**config.mk**
```make
export PLATFORM = sky130hd
export DESIGN_NAME = camcap_top
export DESIGN_NICKNAME = d
export VERILOG_FILES = /design/src/design/camcap_pkg.sv /design/src/design/camcap_fifo.sv /design/src/design/camcap_top.sv
export SDC_FILE = /design/constraint.sdc
export NUM_CORES = 1
export LEC_CHECK = 0
export BUFFER_PORTS_ARGS = -buffer_cell sky130_fd_sc_hd__buf_2
export CAP_MARGIN = 10
export CORE_UTILIZATION = 30
export DETAILED_ROUTE_END_ITERATION = 10
export GPL_TIMING_DRIVEN = 0
export PLACE_DENSITY = 0.42
export SYNTH_ARGS = -nofsm -noshare
export SYNTH_HDL_FRONTEND = slang
export SYNTH_SLANG_ARGS = --single-unit
```
**constraint.sdc**
```tcl
create_clock -name clock -period 5.2 [get_ports clock]
set_input_delay 1.3 -clock clock [delete_from_list [all_inputs] [get_ports clock]]
set_output_delay 1.3 -clock clock [all_outputs]
set_load 0.02 [all_outputs]
```
**src/design/camcap_pkg.sv**
```systemverilog
// Shared constants and types of the camera capture port
package camcap_pkg;
    // Bus widths and buffer size
    localparam int DATA_W     = 20;
    localparam int COMP_W     = 10;
    localparam int FIFO_DEPTH = 8;

    // Embedded timing code words, seen on the upper eight luma pins
    localparam logic [7:0] CODE_PRE  = 8'hFF;
    localparam logic [7:0] CODE_ZERO = 8'h00;
    localparam int         XY_V_BIT  = 5;
    localparam int         XY_H_BIT  = 4;

    // Field positions on the data pins
    localparam int LANE8_LO  = 12;
    localparam int C16_LO    = 4;
    localparam int C1120_LO  = 2;
    localparam int Y20_LO    = 10;
    localparam int C20_LO    = 0;
    localparam int B16_LO    = 4;
    localparam int G16_LO    = 9;
    localparam int R16_LO    = 15;

    // Format select: timing mode and pin mapping in one field
    typedef enum logic [3:0] {
        FMT_RGB565_2C,
        FMT_RGB565_3C,
        FMT_RGB666_3C,
        FMT_RGB888_3C,
        FMT_YCC8_656,
        FMT_RGB565_16,
        FMT_YCC16_GEN,
        FMT_YCC16_1120,
        FMT_YCC20_1120
    } camcap_fmt_t;

    // Embedded code preamble tracker
    typedef enum logic [1:0] {
        SEQ_IDLE,
        SEQ_FF,
        SEQ_Z1,
        SEQ_Z2
    } camcap_seq_t;

    // One captured pixel with its frame and line markers
    typedef struct packed {
        logic              frame_start;
        logic              line_start;
        logic [COMP_W-1:0] comp_a;
        logic [COMP_W-1:0] comp_b;
        logic [COMP_W-1:0] comp_c;
    } camcap_pix_t;
endpackage : camcap_pkg

```
**src/design/camcap_fifo.sv**
```systemverilog
// Pixel FIFO with registered output stage
`timescale 1ns/10ps
`default_nettype none
module camcap_fifo #(
    parameter int WIDTH = 32,
    parameter int DEPTH = 8
) (
    input  wire logic             clock,
    input  wire logic             rst_n,
    input  wire logic             in_valid,
    output logic                  in_ready,
    input  wire logic [WIDTH-1:0] in_data,
    output logic                  out_valid,
    input  wire logic             out_ready,
    output logic      [WIDTH-1:0] out_data
);
    localparam int AW = (DEPTH > 1) ? $clog2(DEPTH) : 1;

    logic [WIDTH-1:0] mem [DEPTH];
    logic [AW-1:0]    wr_ptr_ff;
    logic [AW-1:0]    rd_ptr_ff;
    logic [AW:0]      count_ff;
    logic             out_valid_ff;
    logic [WIDTH-1:0] out_data_ff;

    // Write and refill decisions
    wire push = in_valid & in_ready;
    wire load = (count_ff != '0) & (~out_valid_ff | out_ready);
    wire [AW-1:0] wr_nxt = (wr_ptr_ff == AW'(DEPTH - 1)) ? '0
                                                          : wr_ptr_ff + 1'b1;
    wire [AW-1:0] rd_nxt = (rd_ptr_ff == AW'(DEPTH - 1)) ? '0
                                                          : rd_ptr_ff + 1'b1;

    assign in_ready  = (count_ff != (AW+1)'(DEPTH));
    assign out_valid = out_valid_ff;
    assign out_data  = out_data_ff;

    // Storage has no reset; pointers, count and output stage do
    always_ff @(posedge clock) begin
        if (push) begin
            mem[wr_ptr_ff] <= in_data;
        end
    end

    // Pointers and occupancy
    always_ff @(posedge clock or negedge rst_n) begin
        if (!rst_n) begin
            wr_ptr_ff <= '0;
            rd_ptr_ff <= '0;
            count_ff  <= '0;
        end else begin
            if (push) wr_ptr_ff <= wr_nxt;
            if (load) rd_ptr_ff <= rd_nxt;
            count_ff <= count_ff + (AW+1)'(push) - (AW+1)'(load);
        end
    end

    // Output register keeps the port glitch free
    always_ff @(posedge clock or negedge rst_n) begin
        if (!rst_n) begin
            out_valid_ff <= 1'b0;
            out_data_ff  <= '0;
        end else if (load) begin
            out_valid_ff <= 1'b1;
            out_data_ff  <= mem[rd_ptr_ff];
        end else if (out_ready) begin
            out_valid_ff <= 1'b0;
        end
    end
endmodule : camcap_fifo
`default_nettype wire

```
**src/design/camcap_top.sv**
```systemverilog
// Parallel camera capture port: sync recovery, pin mapping, pixel FIFO
`timescale 1ns/10ps
`default_nettype none
module camcap_top #(
    parameter int FIFO_DEPTH = camcap_pkg::FIFO_DEPTH
) (
    input  wire logic                           clock,
    input  wire logic                           rst_n,
    input  wire logic                           pixel_clock_in,
    input  wire logic                           frame_sync_in,
    input  wire logic                           line_sync_in,
    input  wire logic [camcap_pkg::DATA_W-1:0]  sensor_data_bus,
    input  wire camcap_pkg::camcap_fmt_t        fmt_sel,
    input  wire logic                           generic_en,
    input  wire logic                           invert_frame_sync,
    input  wire logic                           invert_line_sync,
    output var  camcap_pkg::camcap_pix_t        pix_out,
    output logic                                pix_valid,
    input  wire logic                           pix_ready,
    output logic                                frame_sync_out,
    output logic                                line_sync_out,
    output logic                                overflow_out
);
    localparam int DW    = camcap_pkg::DATA_W;
    localparam int CW    = camcap_pkg::COMP_W;
    localparam int NSYNC = DW + 3;
    localparam int PCLK_IDX = DW + 2;
    localparam int FS_IDX   = DW + 1;
    localparam int LS_IDX   = DW;

    logic [NSYNC-1:0]        s1_ff, s2_ff, s3_ff, stab_ff;
    logic                    pclk_prev_ff, fs_prev_ff, ls_prev_ff;
    camcap_pkg::camcap_seq_t seq_ff;
    logic                    v_ff, active_ff;
    logic [1:0]              phase_ff;
    logic [7:0]              w0_ff, w1_ff;
    logic                    frame_pend_ff, line_pend_ff;
    logic                    frame_sync_out_ff, line_sync_out_ff;
    logic                    overflow_ff;
    logic                    fifo_ready;

    // Three-stage synchronisers on every pin
    always_ff @(posedge clock or negedge rst_n) begin
        if (!rst_n) begin
            s1_ff <= '0;
            s2_ff <= '0;
            s3_ff <= '0;
        end else begin
            s1_ff <= {pixel_clock_in, frame_sync_in, line_sync_in,
                      sensor_data_bus};
            s2_ff <= s1_ff;
            s3_ff <= s2_ff;
        end
    end

    // A level is accepted only once stages two and three agree
    for (genvar i = 0; i < NSYNC; i++) begin : g_stab
        always_ff @(posedge clock or negedge rst_n) begin
            if (!rst_n) begin
                stab_ff[i] <= 1'b0;
            end else if (s2_ff[i] == s3_ff[i]) begin
                stab_ff[i] <= s3_ff[i];
            end
        end
    end

    // Clean levels after optional polarity swap
    wire          pclk_q = stab_ff[PCLK_IDX];
    wire          fs_lvl = stab_ff[FS_IDX] ^ invert_frame_sync;
    wire          ls_lvl = stab_ff[LS_IDX] ^ invert_line_sync;
    wire [DW-1:0] din    = stab_ff[DW-1:0];
    wire [7:0]    code   = din[camcap_pkg::LANE8_LO +: 8];

    // Edge detectors keep raw levels, so a polarity swap fakes no edge
    always_ff @(posedge clock or negedge rst_n) begin
        if (!rst_n) begin
            pclk_prev_ff <= 1'b0;
            fs_prev_ff   <= 1'b0;
            ls_prev_ff   <= 1'b0;
        end else begin
            pclk_prev_ff <= pclk_q;
            fs_prev_ff   <= stab_ff[FS_IDX];
            ls_prev_ff   <= stab_ff[LS_IDX];
        end
    end

    wire pclk_rise = pclk_q & ~pclk_prev_ff;
    wire fs_rise   = fs_lvl & ~(fs_prev_ff ^ invert_frame_sync);
    wire ls_rise   = ls_lvl & ~(ls_prev_ff ^ invert_line_sync);

    // Timing mode follows the format select
    wire wide1120 = (fmt_sel == camcap_pkg::FMT_YCC16_1120) |
                    (fmt_sel == camcap_pkg::FMT_YCC20_1120);
    wire embedded = wide1120 |
                    (fmt_sel == camcap_pkg::FMT_YCC8_656);

    // Embedded code preamble tracking; pin syncs are ignored here
    wire emb_tick = embedded & pclk_rise;
    wire is_pre   = (code == camcap_pkg::CODE_PRE);
    wire is_zero  = (code == camcap_pkg::CODE_ZERO);
    wire timing_word = (seq_ff == camcap_pkg::SEQ_Z2) | is_pre |
                       (is_zero & ((seq_ff == camcap_pkg::SEQ_FF) |
                                   (seq_ff == camcap_pkg::SEQ_Z1)));
    camcap_pkg::camcap_seq_t nxt_seq;
    assign nxt_seq = (seq_ff == camcap_pkg::SEQ_Z2) ? camcap_pkg::SEQ_IDLE :
                     is_pre ? camcap_pkg::SEQ_FF :
                     (is_zero & (seq_ff == camcap_pkg::SEQ_FF)) ?
                         camcap_pkg::SEQ_Z1 :
                     (is_zero & (seq_ff == camcap_pkg::SEQ_Z1)) ?
                         camcap_pkg::SEQ_Z2 : camcap_pkg::SEQ_IDLE;

    // Status word decode: SAV opens a line outside vertical blanking, EAV closes it
    wire xy_take = emb_tick & (seq_ff == camcap_pkg::SEQ_Z2);
    wire xy_v    = code[camcap_pkg::XY_V_BIT];
    wire sav     = xy_take & ~code[camcap_pkg::XY_H_BIT];
    wire eav     = xy_take & code[camcap_pkg::XY_H_BIT];
    wire nxt_active = sav ? ~xy_v : (eav ? 1'b0 : active_ff);

    always_ff @(posedge clock or negedge rst_n) begin
        if (!rst_n) begin
            seq_ff    <= camcap_pkg::SEQ_IDLE;
            v_ff      <= 1'b1;
            active_ff <= 1'b0;
        end else if (emb_tick) begin
            seq_ff    <= nxt_seq;
            v_ff      <= xy_take ? xy_v : v_ff;
            active_ff <= nxt_active;
        end else if (!embedded) begin
            seq_ff    <= camcap_pkg::SEQ_IDLE;
            active_ff <= 1'b0;
        end
    end

    // Frame and line events in either mode
    wire frame_evt = embedded ? (sav & ~xy_v & v_ff) : fs_rise;
    wire line_evt  = embedded ? (sav & ~xy_v) : ls_rise;
    // Gated words only while line sync is high; codes never pass
    wire word_take = pclk_rise & (embedded ? (active_ff & ~timing_word)
                                           : ls_lvl);

    // Words per pixel; BT.1120 carries both components each cycle
    wire three_c = (fmt_sel == camcap_pkg::FMT_RGB565_3C) |
                   (fmt_sel == camcap_pkg::FMT_RGB666_3C) |
                   (fmt_sel == camcap_pkg::FMT_RGB888_3C);
    wire two_c   = (fmt_sel == camcap_pkg::FMT_RGB565_2C) |
                   (fmt_sel == camcap_pkg::FMT_YCC8_656);
    wire [1:0] cyc_need  = three_c ? 2'h3 : (two_c ? 2'h2 : 2'h1);
    wire [1:0] phase_cur = line_evt ? 2'h0 : phase_ff;
    wire       last_word = (phase_cur + 2'h1) == cyc_need;
    wire       emit      = word_take & last_word;
    wire       push      = emit & fifo_ready;

    // Color extension helpers
    function automatic logic [7:0] camcap_ext5(input logic [4:0] x);
        camcap_ext5 = {x, x[4:2]};
    endfunction : camcap_ext5

    function automatic logic [7:0] camcap_ext6(input logic [5:0] x);
        camcap_ext6 = {x, x[5:4]};
    endfunction : camcap_ext6

    // Pin mapping into components a (R or Y), b (G or C), c (B)
    function automatic logic [3*CW-1:0] camcap_map(
        input camcap_pkg::camcap_fmt_t f,
        input logic [7:0]              a0,
        input logic [7:0]              a1,
        input logic [DW-1:0]           d,
        input logic                    gen
    );
        logic [7:0] c8;
        logic [4:0] r5, b5;
        logic [5:0] g6;
        c8 = d[camcap_pkg::LANE8_LO +: 8];
        r5 = d[camcap_pkg::R16_LO +: 5];
        g6 = d[camcap_pkg::G16_LO +: 6];
        b5 = d[camcap_pkg::B16_LO +: 5];
        case (f)
            camcap_pkg::FMT_RGB565_2C:
                camcap_map = {2'h0, camcap_ext5(c8[7:3]),
                              2'h0, camcap_ext6({c8[2:0], a0[7:5]}),
                              2'h0, camcap_ext5(a0[4:0])};
            camcap_pkg::FMT_RGB565_3C:
                camcap_map = {2'h0, camcap_ext5(a0[7:3]),
                              2'h0, camcap_ext6(a1[7:2]),
                              2'h0, camcap_ext5(c8[7:3])};
            camcap_pkg::FMT_RGB666_3C:
                camcap_map = {2'h0, camcap_ext6(a0[7:2]),
                              2'h0, camcap_ext6(a1[7:2]),
                              2'h0, camcap_ext6(c8[7:2])};
            camcap_pkg::FMT_RGB888_3C:
                camcap_map = {2'h0, a0, 2'h0, a1, 2'h0, c8};
            camcap_pkg::FMT_YCC8_656:
                camcap_map = {2'h0, c8, 2'h0, a0, 10'h000};
            camcap_pkg::FMT_RGB565_16:
                camcap_map = gen ?
                    {5'h00, r5, 4'h0, g6, 5'h00, b5} :
                    {2'h0, camcap_ext5(r5), 2'h0, camcap_ext6(g6),
                     2'h0, camcap_ext5(b5)};
            camcap_pkg::FMT_YCC16_GEN:
                camcap_map = {2'h0, c8, 2'h0,
                              d[camcap_pkg::C16_LO +: 8], 10'h000};
            camcap_pkg::FMT_YCC16_1120:
                camcap_map = {2'h0, c8, 2'h0,
                              d[camcap_pkg::C1120_LO +: 8], 10'h000};
            camcap_pkg::FMT_YCC20_1120:
                camcap_map = {d[camcap_pkg::Y20_LO +: 10],
                              d[camcap_pkg::C20_LO +: 10], 10'h000};
            default:
                camcap_map = '0;
        endcase
    endfunction : camcap_map

    // Markers ride on the first pixel after their event
    wire frame_pend_cur = frame_pend_ff | frame_evt;
    wire line_pend_cur  = line_pend_ff | line_evt;
    camcap_pkg::camcap_pix_t pix_new;
    assign pix_new = {frame_pend_cur, line_pend_cur,
                      camcap_map(fmt_sel, w0_ff, w1_ff, din, generic_en)};

    // Phase counter and held words of a multi-cycle pixel
    always_ff @(posedge clock or negedge rst_n) begin
        if (!rst_n) begin
            phase_ff <= 2'h0;
            w0_ff    <= 8'h00;
            w1_ff    <= 8'h00;
        end else if (word_take) begin
            phase_ff <= last_word ? 2'h0 : phase_cur + 2'h1;
            if (!last_word && phase_cur == 2'h0) w0_ff <= code;
            if (!last_word && phase_cur == 2'h1) w1_ff <= code;
        end else if (line_evt) begin
            phase_ff <= 2'h0;
        end
    end

    // Pending markers survive a dropped pixel; a push clears them, even in the cycle of a new event
    always_ff @(posedge clock or negedge rst_n) begin
        if (!rst_n) begin
            frame_pend_ff <= 1'b0;
            line_pend_ff  <= 1'b0;
        end else begin
            frame_pend_ff <= frame_pend_cur & ~push;
            line_pend_ff  <= line_pend_cur & ~push;
        end
    end

    // Recovered syncs and sticky overflow, cleared per frame
    always_ff @(posedge clock or negedge rst_n) begin
        if (!rst_n) begin
            frame_sync_out_ff <= 1'b0;
            line_sync_out_ff  <= 1'b0;
            overflow_ff       <= 1'b0;
        end else begin
            frame_sync_out_ff <= embedded ? ~v_ff : fs_lvl;
            line_sync_out_ff  <= embedded ? active_ff : ls_lvl;
            overflow_ff <= (emit & ~fifo_ready) | (overflow_ff & ~frame_evt);
        end
    end

    assign frame_sync_out = frame_sync_out_ff;
    assign line_sync_out  = line_sync_out_ff;
    assign overflow_out   = overflow_ff;

    // Sensor cannot be paused, so a full FIFO drops pixels
    camcap_fifo #(
        .WIDTH ($bits(camcap_pkg::camcap_pix_t)),
        .DEPTH (FIFO_DEPTH)
    ) u_fifo (
        .clock     (clock),
        .rst_n     (rst_n),
        .in_valid  (emit),
        .in_ready  (fifo_ready),
        .in_data   (pix_new),
        .out_valid (pix_valid),
        .out_ready (pix_ready),
        .out_data  (pix_out)
    );
endmodule : camcap_top
`default_nettype wire

```
==> metrics.txt, run 1 <==
setup-violating endpoint count in the final report=0; Placer Congestion=0.864; Seq/Total Area, Yosys=0.711; Total Nets Final=1102; WP buf/inv=5; hold-fix buffer count after cts=0; Fin. Hold Viols=0; Bufs on Longest Clock Path=3; CTS clk-pin slew, worst paths=50 ps; CP arrival=5090 ps; DRC=0; Non-Filler Instances=1770; flops & latches, synth=403; first-pass GRT wire length=58600 um; port bufs=64; HPWL Detailed=24400 um; setup ws final=368 ps; die area=53800 um2; Ys Warns=0; post-cts gate resize count=0; DR vias=8357; Die Span X=232 um; Leak=6.96 nW; CTS tree=yes; Setup Fix Bufs, Post-CTS=0; TritonCTS buffer count=46; min Tclk post-route=4830 ps; Skew-Pair Late Insertion Delay=570 ps; VDD IR max=0.000205 V; critical path class=input pin to register; crit-path cells=buf_2 -> buf_2 -> nand2b_1 -> o22a_4 -> o21ai_0 -> nand2_1 -> ha_1 -> o21ai_0 -> a22o_1 -> mux2i_1 -> and3b_1 -> buf_4 -> buf_6 -> and4bb_2 -> buf_12; Hold Slack=343 ps; Filler Cell Count=4864; initial antenna violation count=1; area delta synth->final=19.3%; Cell variety after synth=62; Synth Flop Type=edfxtp_1; CP max-delay cell=and4bb_2; share of layout cells above drive strength 1=0.239; most frequent cell after synthesis=edfxtp_1; Avg Vias per Cell=4.72; Final Util=0.365; Hold Crit Class=register to register; Synth top area share=0.454; Commonest cells post-synth=edfxtp_1, dfrtp_1, mux4_2, nor2_1, mux2i_1; Worst Max-Slew Pin Slew=1240 ps; largest net degree at the start of global routing=101; H-tree depth=2; FP Rows=83; Routed Antenna Nets=0; PwrDens=513 nW/um2; post-synthesis cell count=926; core area=51800 um2; Slew headroom=0.167; Yosys top cell by area=edfxtp_1; CP top delay family=simple AND/OR/NAND/NOR gates; GRT Total Usage=0.147; CTS sink count=403; Initial Util=0.306; root buffer cell=clkbuf_16; Starting DRT DRC Count=550; Post-synth EDFFs=240; Placement Setup Slack=-240 ps; Max Slew Vio Count=0; period utilization=0.929; Synth Cell Area=15900 um2; I/O pin count=69; max incr delay on CP=590 ps; DR WL/cell=21.4 um; Synth area leaders=edfxtp_1, dfrtp_1, mux4_2, mux2i_1, mux2_4; RSZ-0062 raised after global routing=false; Setup crit end kind=register; Crit Path Max Fanout=18; Pre-antenna DRT Iters=5; Worst Path Required=5460 ps; Peak Freq=0.207 GHz; status=complete, no violations; placed cells=1683; vias in the first global route=9153; Routed WL=37800 um; max cap viols=0; critical path startpoint category=input pin; die height=232 um; Layout Skew=14.5 ps; Mean Syn Cell Area=17.1 um2; Synth async-reset ratio=0.404; global route overflow=0
## through the flow
| stage | setup TNS [ps] | power (mW) | area (um2) |
|---|---|---|---|
| after CTS | 0 | 9.90 | 18900 |
| final | 0 | 9.72 | 18900 |
| after global routing | 0 | 10.2 | 18900 |
| after detailed placement | -20020 | 6.39 | 17300 |
| after floorplan | 0 | 5.59 | 15900 |
| after global placement | -294410 | 6.35 | 17000 |
## routing by layer
layer / share of wire / wire length, um / track usage / vias up
li1: - / - / - / 3817
met1: 0.46 / 17400 / 0.198 / 4265
met2: 0.47 / 17900 / 0.236 / 210
met3: 0.043 / 1630 / 0.0297 / 65
met4: 0.025 / 928 / 0.0477 / 0
met5: 0 / 0 / 0 / -
## power by group
part / switching, mW / total [mW] / leakage (nW) / internal, mW
Sequential: 0.232 / 4.01 / 4.11 / 3.78
Combinational: 1.25 / 2.25 / 2.06 / 0.997
Clock: 1.29 / 3.46 / 0.796 / 2.17
Total: 2.77 / 9.72 / 6.96 / 6.94
## final cells by class
class,instances,area (um2),share of cell area
antenna,2,5.00,0.000264
buffer,55,259,0.0137
clock buffer,64,1320,0.0698
clock inverter,19,303,0.0160
inverter,17,63.8,0.00337
multi-input combinational,452,4270,0.226
sequential,403,11300,0.596
tap,680,851,0.0449
timing repair buffer,78,573,0.0303
## worst reg2reg max path, cell delays in order (launching register included)
cell and delay [ps]:
dfrtp_1 330, clkbuf_1 540, nor3_1 230, o21ai_0 400, nand2_1 180, ha_1 380
o21ai_0 190, a22o_1 170, mux2i_1 150, and3b_1 250, buf_4 140, buf_6 130
and4bb_2 590, buf_12 270
## flip-flops by register name, summed over array words and instances (netlist names), 2 cells and up
register,count
code,7
din,12
phase_ff,2
s1_ff,23
s2_ff,23
s3_ff,23
seq_ff,2
stab_ff,2
u_fifo.count_ff,4
u_fifo.mem,240
u_fifo.out_data,30
u_fifo.rd_ptr_ff,3
u_fifo.wr_ptr_ff,3
w0_ff,8
w1_ff,8
## cells by family (layout without fill, tap and decap cells)
kind of cell,count (synthesis),after routing,share of synthesized area
XOR/XNOR,5,5,0.00276
flip-flops,403,403,0.711
adder cells (fa/ha/maj),39,39,0.0276
AND/OR/NAND/NOR,151,151,0.0475
buffers and inverters,72,233,0.0203
AO/OA/AOI/OAI,119,119,0.0502
multiplexers,136,136,0.140
other,1,4,0.000236
## placed cells by master, fill, tap and decap left out, types with 15 or more instances in the layout
cell,netlist,layout
clkbuf_16,0,49
edfxtp_1,240,240
nand2_1,39,39
mux4_2,60,60
mux2_4,16,16
maj3_1,23,23
nor2_1,59,59
clkbuf_1,32,43
a21oi_1,45,44
buf_2,3,66
inv_1,17,17
dfrtp_1,162,162
o21ai_0,18,18
ha_1,15,15
mux2i_1,46,46
## worst paths after layout
path                                     startpoint                              end  slack (ps)  depth (start not counted)
worst max-delay path                     fmt_sel[2]      u_fifo.mem[4][11]$_DFFE_PP_         370                         15
worst min-delay path            s1_ff[14]$_DFF_PN0_              s2_ff[14]$_DFF_PN0_         340                          0
worst max register to register  code[4]$_DFFE_PN0N_      u_fifo.mem[4][11]$_DFFE_PP_         930                         13
worst min register to register  s1_ff[14]$_DFF_PN0_              s2_ff[14]$_DFF_PN0_         340                          0
max in group asynchronous                     rst_n               s1_ff[5]$_DFF_PN0_        3550                          2
min in group asynchronous                     rst_n  u_fifo.out_data[29]$_DFFE_PN0P_         700                          1
No activity file was read; power rests on OpenSTA's default activity.
==> run 2, diff against run 1 <==
CORE_UTILIZATION = 60   (was 30)
PLACE_DENSITY = 0.75   (was 0.42)
SYNTH_HIERARCHICAL = 1   (was unset)
==> metrics.txt, run 2 <==
Hold Crit Class=register to register (unchanged); GRT Total Usage=0.275 (was 0.147); Final Power=9.76 mW (was 9.72 mW); setup ws final=196 ps (was 368 ps); vias in the first global route=9965 (was 9153); CTS sink count=421 (was 403); Avg Vias per Cell=6.12 (was 4.72); DR WL/cell=23.8 um (was 21.4 um); commonest non-fill, non-tap cell in the layout=edfxtp_1 (unchanged); placed cell area=18000 um2 (was 17300 um2); Skew-Pair Late Insertion Delay=550 ps (was 570 ps); Starting DRT DRC Count=952 (was 550); Cell variety after synth=63 (was 62); flops & latches, synth=421 (was 403); port bufs=66 (was 64); TritonCTS buffer count=42 (was 46); Largest Register=u_fifo/mem (was u_fifo.mem); R2R cell count=13 (unchanged); CTS clk-pin slew, worst paths=60 ps (was 50 ps); CP arrival=5250 ps (was 5090 ps); Final Util=0.713 (was 0.365); most used cell, CP=buf_6; simple logic cell fraction of the synthesized area=0.0396 (was 0.0475); Post-synth EDFFs=256 (was 240); Filler Cell Count=1776 (was 4864); WP buf/inv=4 (was 5); period utilization=0.962 (was 0.929); Placement Setup Slack=-396 ps (was -240 ps); CP top delay family=simple AND/OR/NAND/NOR gates (unchanged); status=complete, no violations (unchanged); largest net degree at the start of global routing=111 (was 101); min Tclk post-route=5000 ps (was 4830 ps); main combinational cell family by area after synthesis=multiplexers (unchanged); max cap viols=0 (unchanged); Synth Flop Type=edfxtp_1 (unchanged); I/O pin count=69 (unchanged); Crit Path Max Fanout=10 (was 18); Total Nets Final=1260 (was 1102); Worst Max-Slew Pin Slew=1160 ps (was 1240 ps); post-synthesis mux area share=0.116 (was 0.140); Synth async-reset ratio=0.392 (was 0.404); first-pass GRT wire length=57900 um (was 58600 um); die area=28700 um2 (was 53800 um2); critical path class=input pin to register (unchanged); Die Span X=169 um (was 232 um); Setup crit end kind=register (unchanged); DR vias=9896 (was 8357); critical path startpoint category=input pin (unchanged); Routed Antenna Nets=0 (unchanged); Mean Syn Cell Area=15.7 um2 (was 17.1 um2); Setup Fix Bufs, Post-CTS=0 (unchanged); Synth top area share=0.457 (was 0.454); Worst Path Required=5450 ps (was 5460 ps); H-tree depth=2 (unchanged); Worst Hold End=s2_ff[9]$_DFF_PN0_ (was s2_ff[14]$_DFF_PN0_); share of layout cells above drive strength 1=0.227 (was 0.239); core area=27300 um2 (was 51800 um2); Layout Skew=19.1 ps (was 14.5 ps); post-synthesis cell count=1069 (was 926); placed cells=1540 (was 1683); die height=169 um (was 232 um); area delta synth->final=15.5% (was 19.3%); Placer Congestion=0.904 (was 0.864); reg-to-reg endpoint=u_fifo/mem[2][29]$_DFFE_PP_ (was u_fifo.mem[4][11]$_DFFE_PP_); worst reg-to-reg setup slack=950 ps (was 930 ps); Synth area leaders=edfxtp_1, dfrtp_1, mux2_2, mux2i_1, a22o_1 (was edfxtp_1, dfrtp_1, mux4_2, mux2i_1, mux2_4); most frequent cell after synthesis=edfxtp_1 (unchanged); crit-path cells=buf_6 -> or2_1 -> clkbuf_1 -> o22ai_1 -> nor2_1 -> o21ai_0 -> ha_1 -> o21ai_0 -> mux2i_1 -> nor2_1 -> nand2_2 -> nor3_2 -> buf_6 -> buf_6 (was buf_2 -> buf_2 -> nand2b_1 -> o22a_4 -> o21ai_0 -> nand2_1 -> ha_1 -> o21ai_0 -> a22o_1 -> mux2i_1 -> and3b_1 -> buf_4 -> buf_6 -> and4bb_2 -> buf_12); HPWL Detailed=25400 um (was 24400 um); Compound-Gate Fraction of Synth Area=0.0889 (was 0.0502); root buffer cell=clkbuf_16 (unchanged); Non-Filler Instances=1616 (was 1770); CTS tree=yes (unchanged); hold path start=s1_ff[9]$_DFF_PN0_ (was s1_ff[14]$_DFF_PN0_); Bufs on Longest Clock Path=3 (unchanged); Commonest cells post-synth=edfxtp_1, dfrtp_1, mux2i_1, mux2_2, o21ai_0 (was edfxtp_1, dfrtp_1, mux4_2, nor2_1, mux2i_1); PwrDens=502 nW/um2 (was 513 nW/um2); Synth Cell Area=16800 um2 (was 15900 um2); Max Slew Vio Count=0 (unchanged); Initial Util=0.618 (was 0.306); DRC=0 (unchanged); RSZ-0062 raised after global routing=true (was false); global route overflow=0 (unchanged); max FFs per register=256 (was 240); Synth Area in Adders=0.0253 (was 0.0276); Routed WL=38500 um (was 37800 um); Hold Path Depth=0 (unchanged); Leak=7.45 nW (was 6.96 nW); Fin. Hold Viols=0 (unchanged); setup-violating endpoint count in the final report=0 (unchanged); Ys Warns=6 (was 0); n_diodes=0 (was 2); Peak Freq=0.200 GHz (was 0.207 GHz); Seq/Total Area, Yosys=0.702 (was 0.711); Slew headroom=0.217 (was 0.167); Setup TNS Final=0 ps (unchanged); most frequent cells in the layout=edfxtp_1, dfrtp_1, mux2i_1, mux2_2, buf_2 (was edfxtp_1, dfrtp_1, buf_2, mux4_2, nor2_1); final instance area=19400 um2 (was 18900 um2); FP Rows=60 (was 83); VDD IR max=0.000286 V (was 0.000205 V); CP max-delay cell=nor3_2 (was and4bb_2); max incr delay on CP=730 ps (was 590 ps); initial antenna violation count=1 (unchanged); Hold Slack=346 ps (was 343 ps); Reg2Reg Launch Point=code[4]$_DFFE_PN0N_ (unchanged); Pre-antenna DRT Iters=8 (was 5); Synth Area in XOR/XNOR=0.00208 (was 0.00276); Yosys top cell by area=edfxtp_1 (unchanged)
[run 2: cell types whose count changed in the layout (fill, tap and decap cells not counted), sizes merged, moves of 10 or more]
| cell | change |
|---|---|
| mux2 | +59 |
| mux4 | -58 |
| mux2i | +41 |
| a22o | +36 |
| o22ai | +36 |
| o31ai | +31 |
| o21ai | +30 |
| a21oi | -29 |
| nor2 | -23 |
| edfxtp | +16 |
| nand2 | -16 |
| conb | +14 |
| buf | +10 |
[run 2: worst max-delay path by stage]
stage	slack [ps]	to	from	cells after the start
detailed placement	-400	u_fifo/mem[6][0]$_DFFE_PP_	fmt_sel[0]	14
global placement	-3800	u_fifo/mem[6][0]$_DFFE_PP_	fmt_sel[1]	12
global route	-30	u_fifo/mem[4][0]$_DFFE_PP_	fmt_sel[0]	14
floorplan	-960	u_fifo/mem[2][0]$_DFFE_PP_	fmt_sel[0]	12
finish	200	u_fifo/mem[2][29]$_DFFE_PP_	fmt_sel[0]	14
CTS	120	u_fifo/mem[6][29]$_DFFE_PP_	fmt_sel[0]	14
[run 2: cell type report]
class | instances | area [um2] | area share
buffer | 64 | 372 | 0.0191
clock inverter | 14 | 115 | 0.00592
sequential | 421 | 11800 | 0.608
multi-input combinational | 581 | 4700 | 0.242
timing repair buffer | 84 | 633 | 0.0326
tap | 372 | 465 | 0.0240
inverter | 18 | 67.6 | 0.00348
clock buffer | 62 | 1260 | 0.0650
[run 2: cell families after synthesis]
| logic type | Yosys count |
|---|---|
| other cells | 1 |
| buf+inv | 82 |
| simple gates | 127 |
| xor+xnor | 4 |
| compound gates | 218 |
| mux | 178 |
| fa+ha+maj | 38 |
| flops | 421 |
[run 2: what timing repair did]
item	CTS	global route
resized for setup	0	1
hold endpoints to repair	0	0
endpoints found under the setup margin	0	23
hold buffers	0	0
[run 2: layer usage]
layer  up-vias  share of wire  wire length (um)  global-route usage
li1       4378              -                 -                   -
met1      5033           0.40             15600               0.354
met2       379           0.51             19500               0.480
met3       106          0.057              2210              0.0387
met4         0          0.032              1250              0.0956
met5         -              0                 0                   0
[run 2: where the power goes]
group	total, mW	internal (mW)	switching [mW]
Clock	2.95	1.74	1.21
Sequential	4.22	3.95	0.272
Combinational	2.59	1.08	1.51
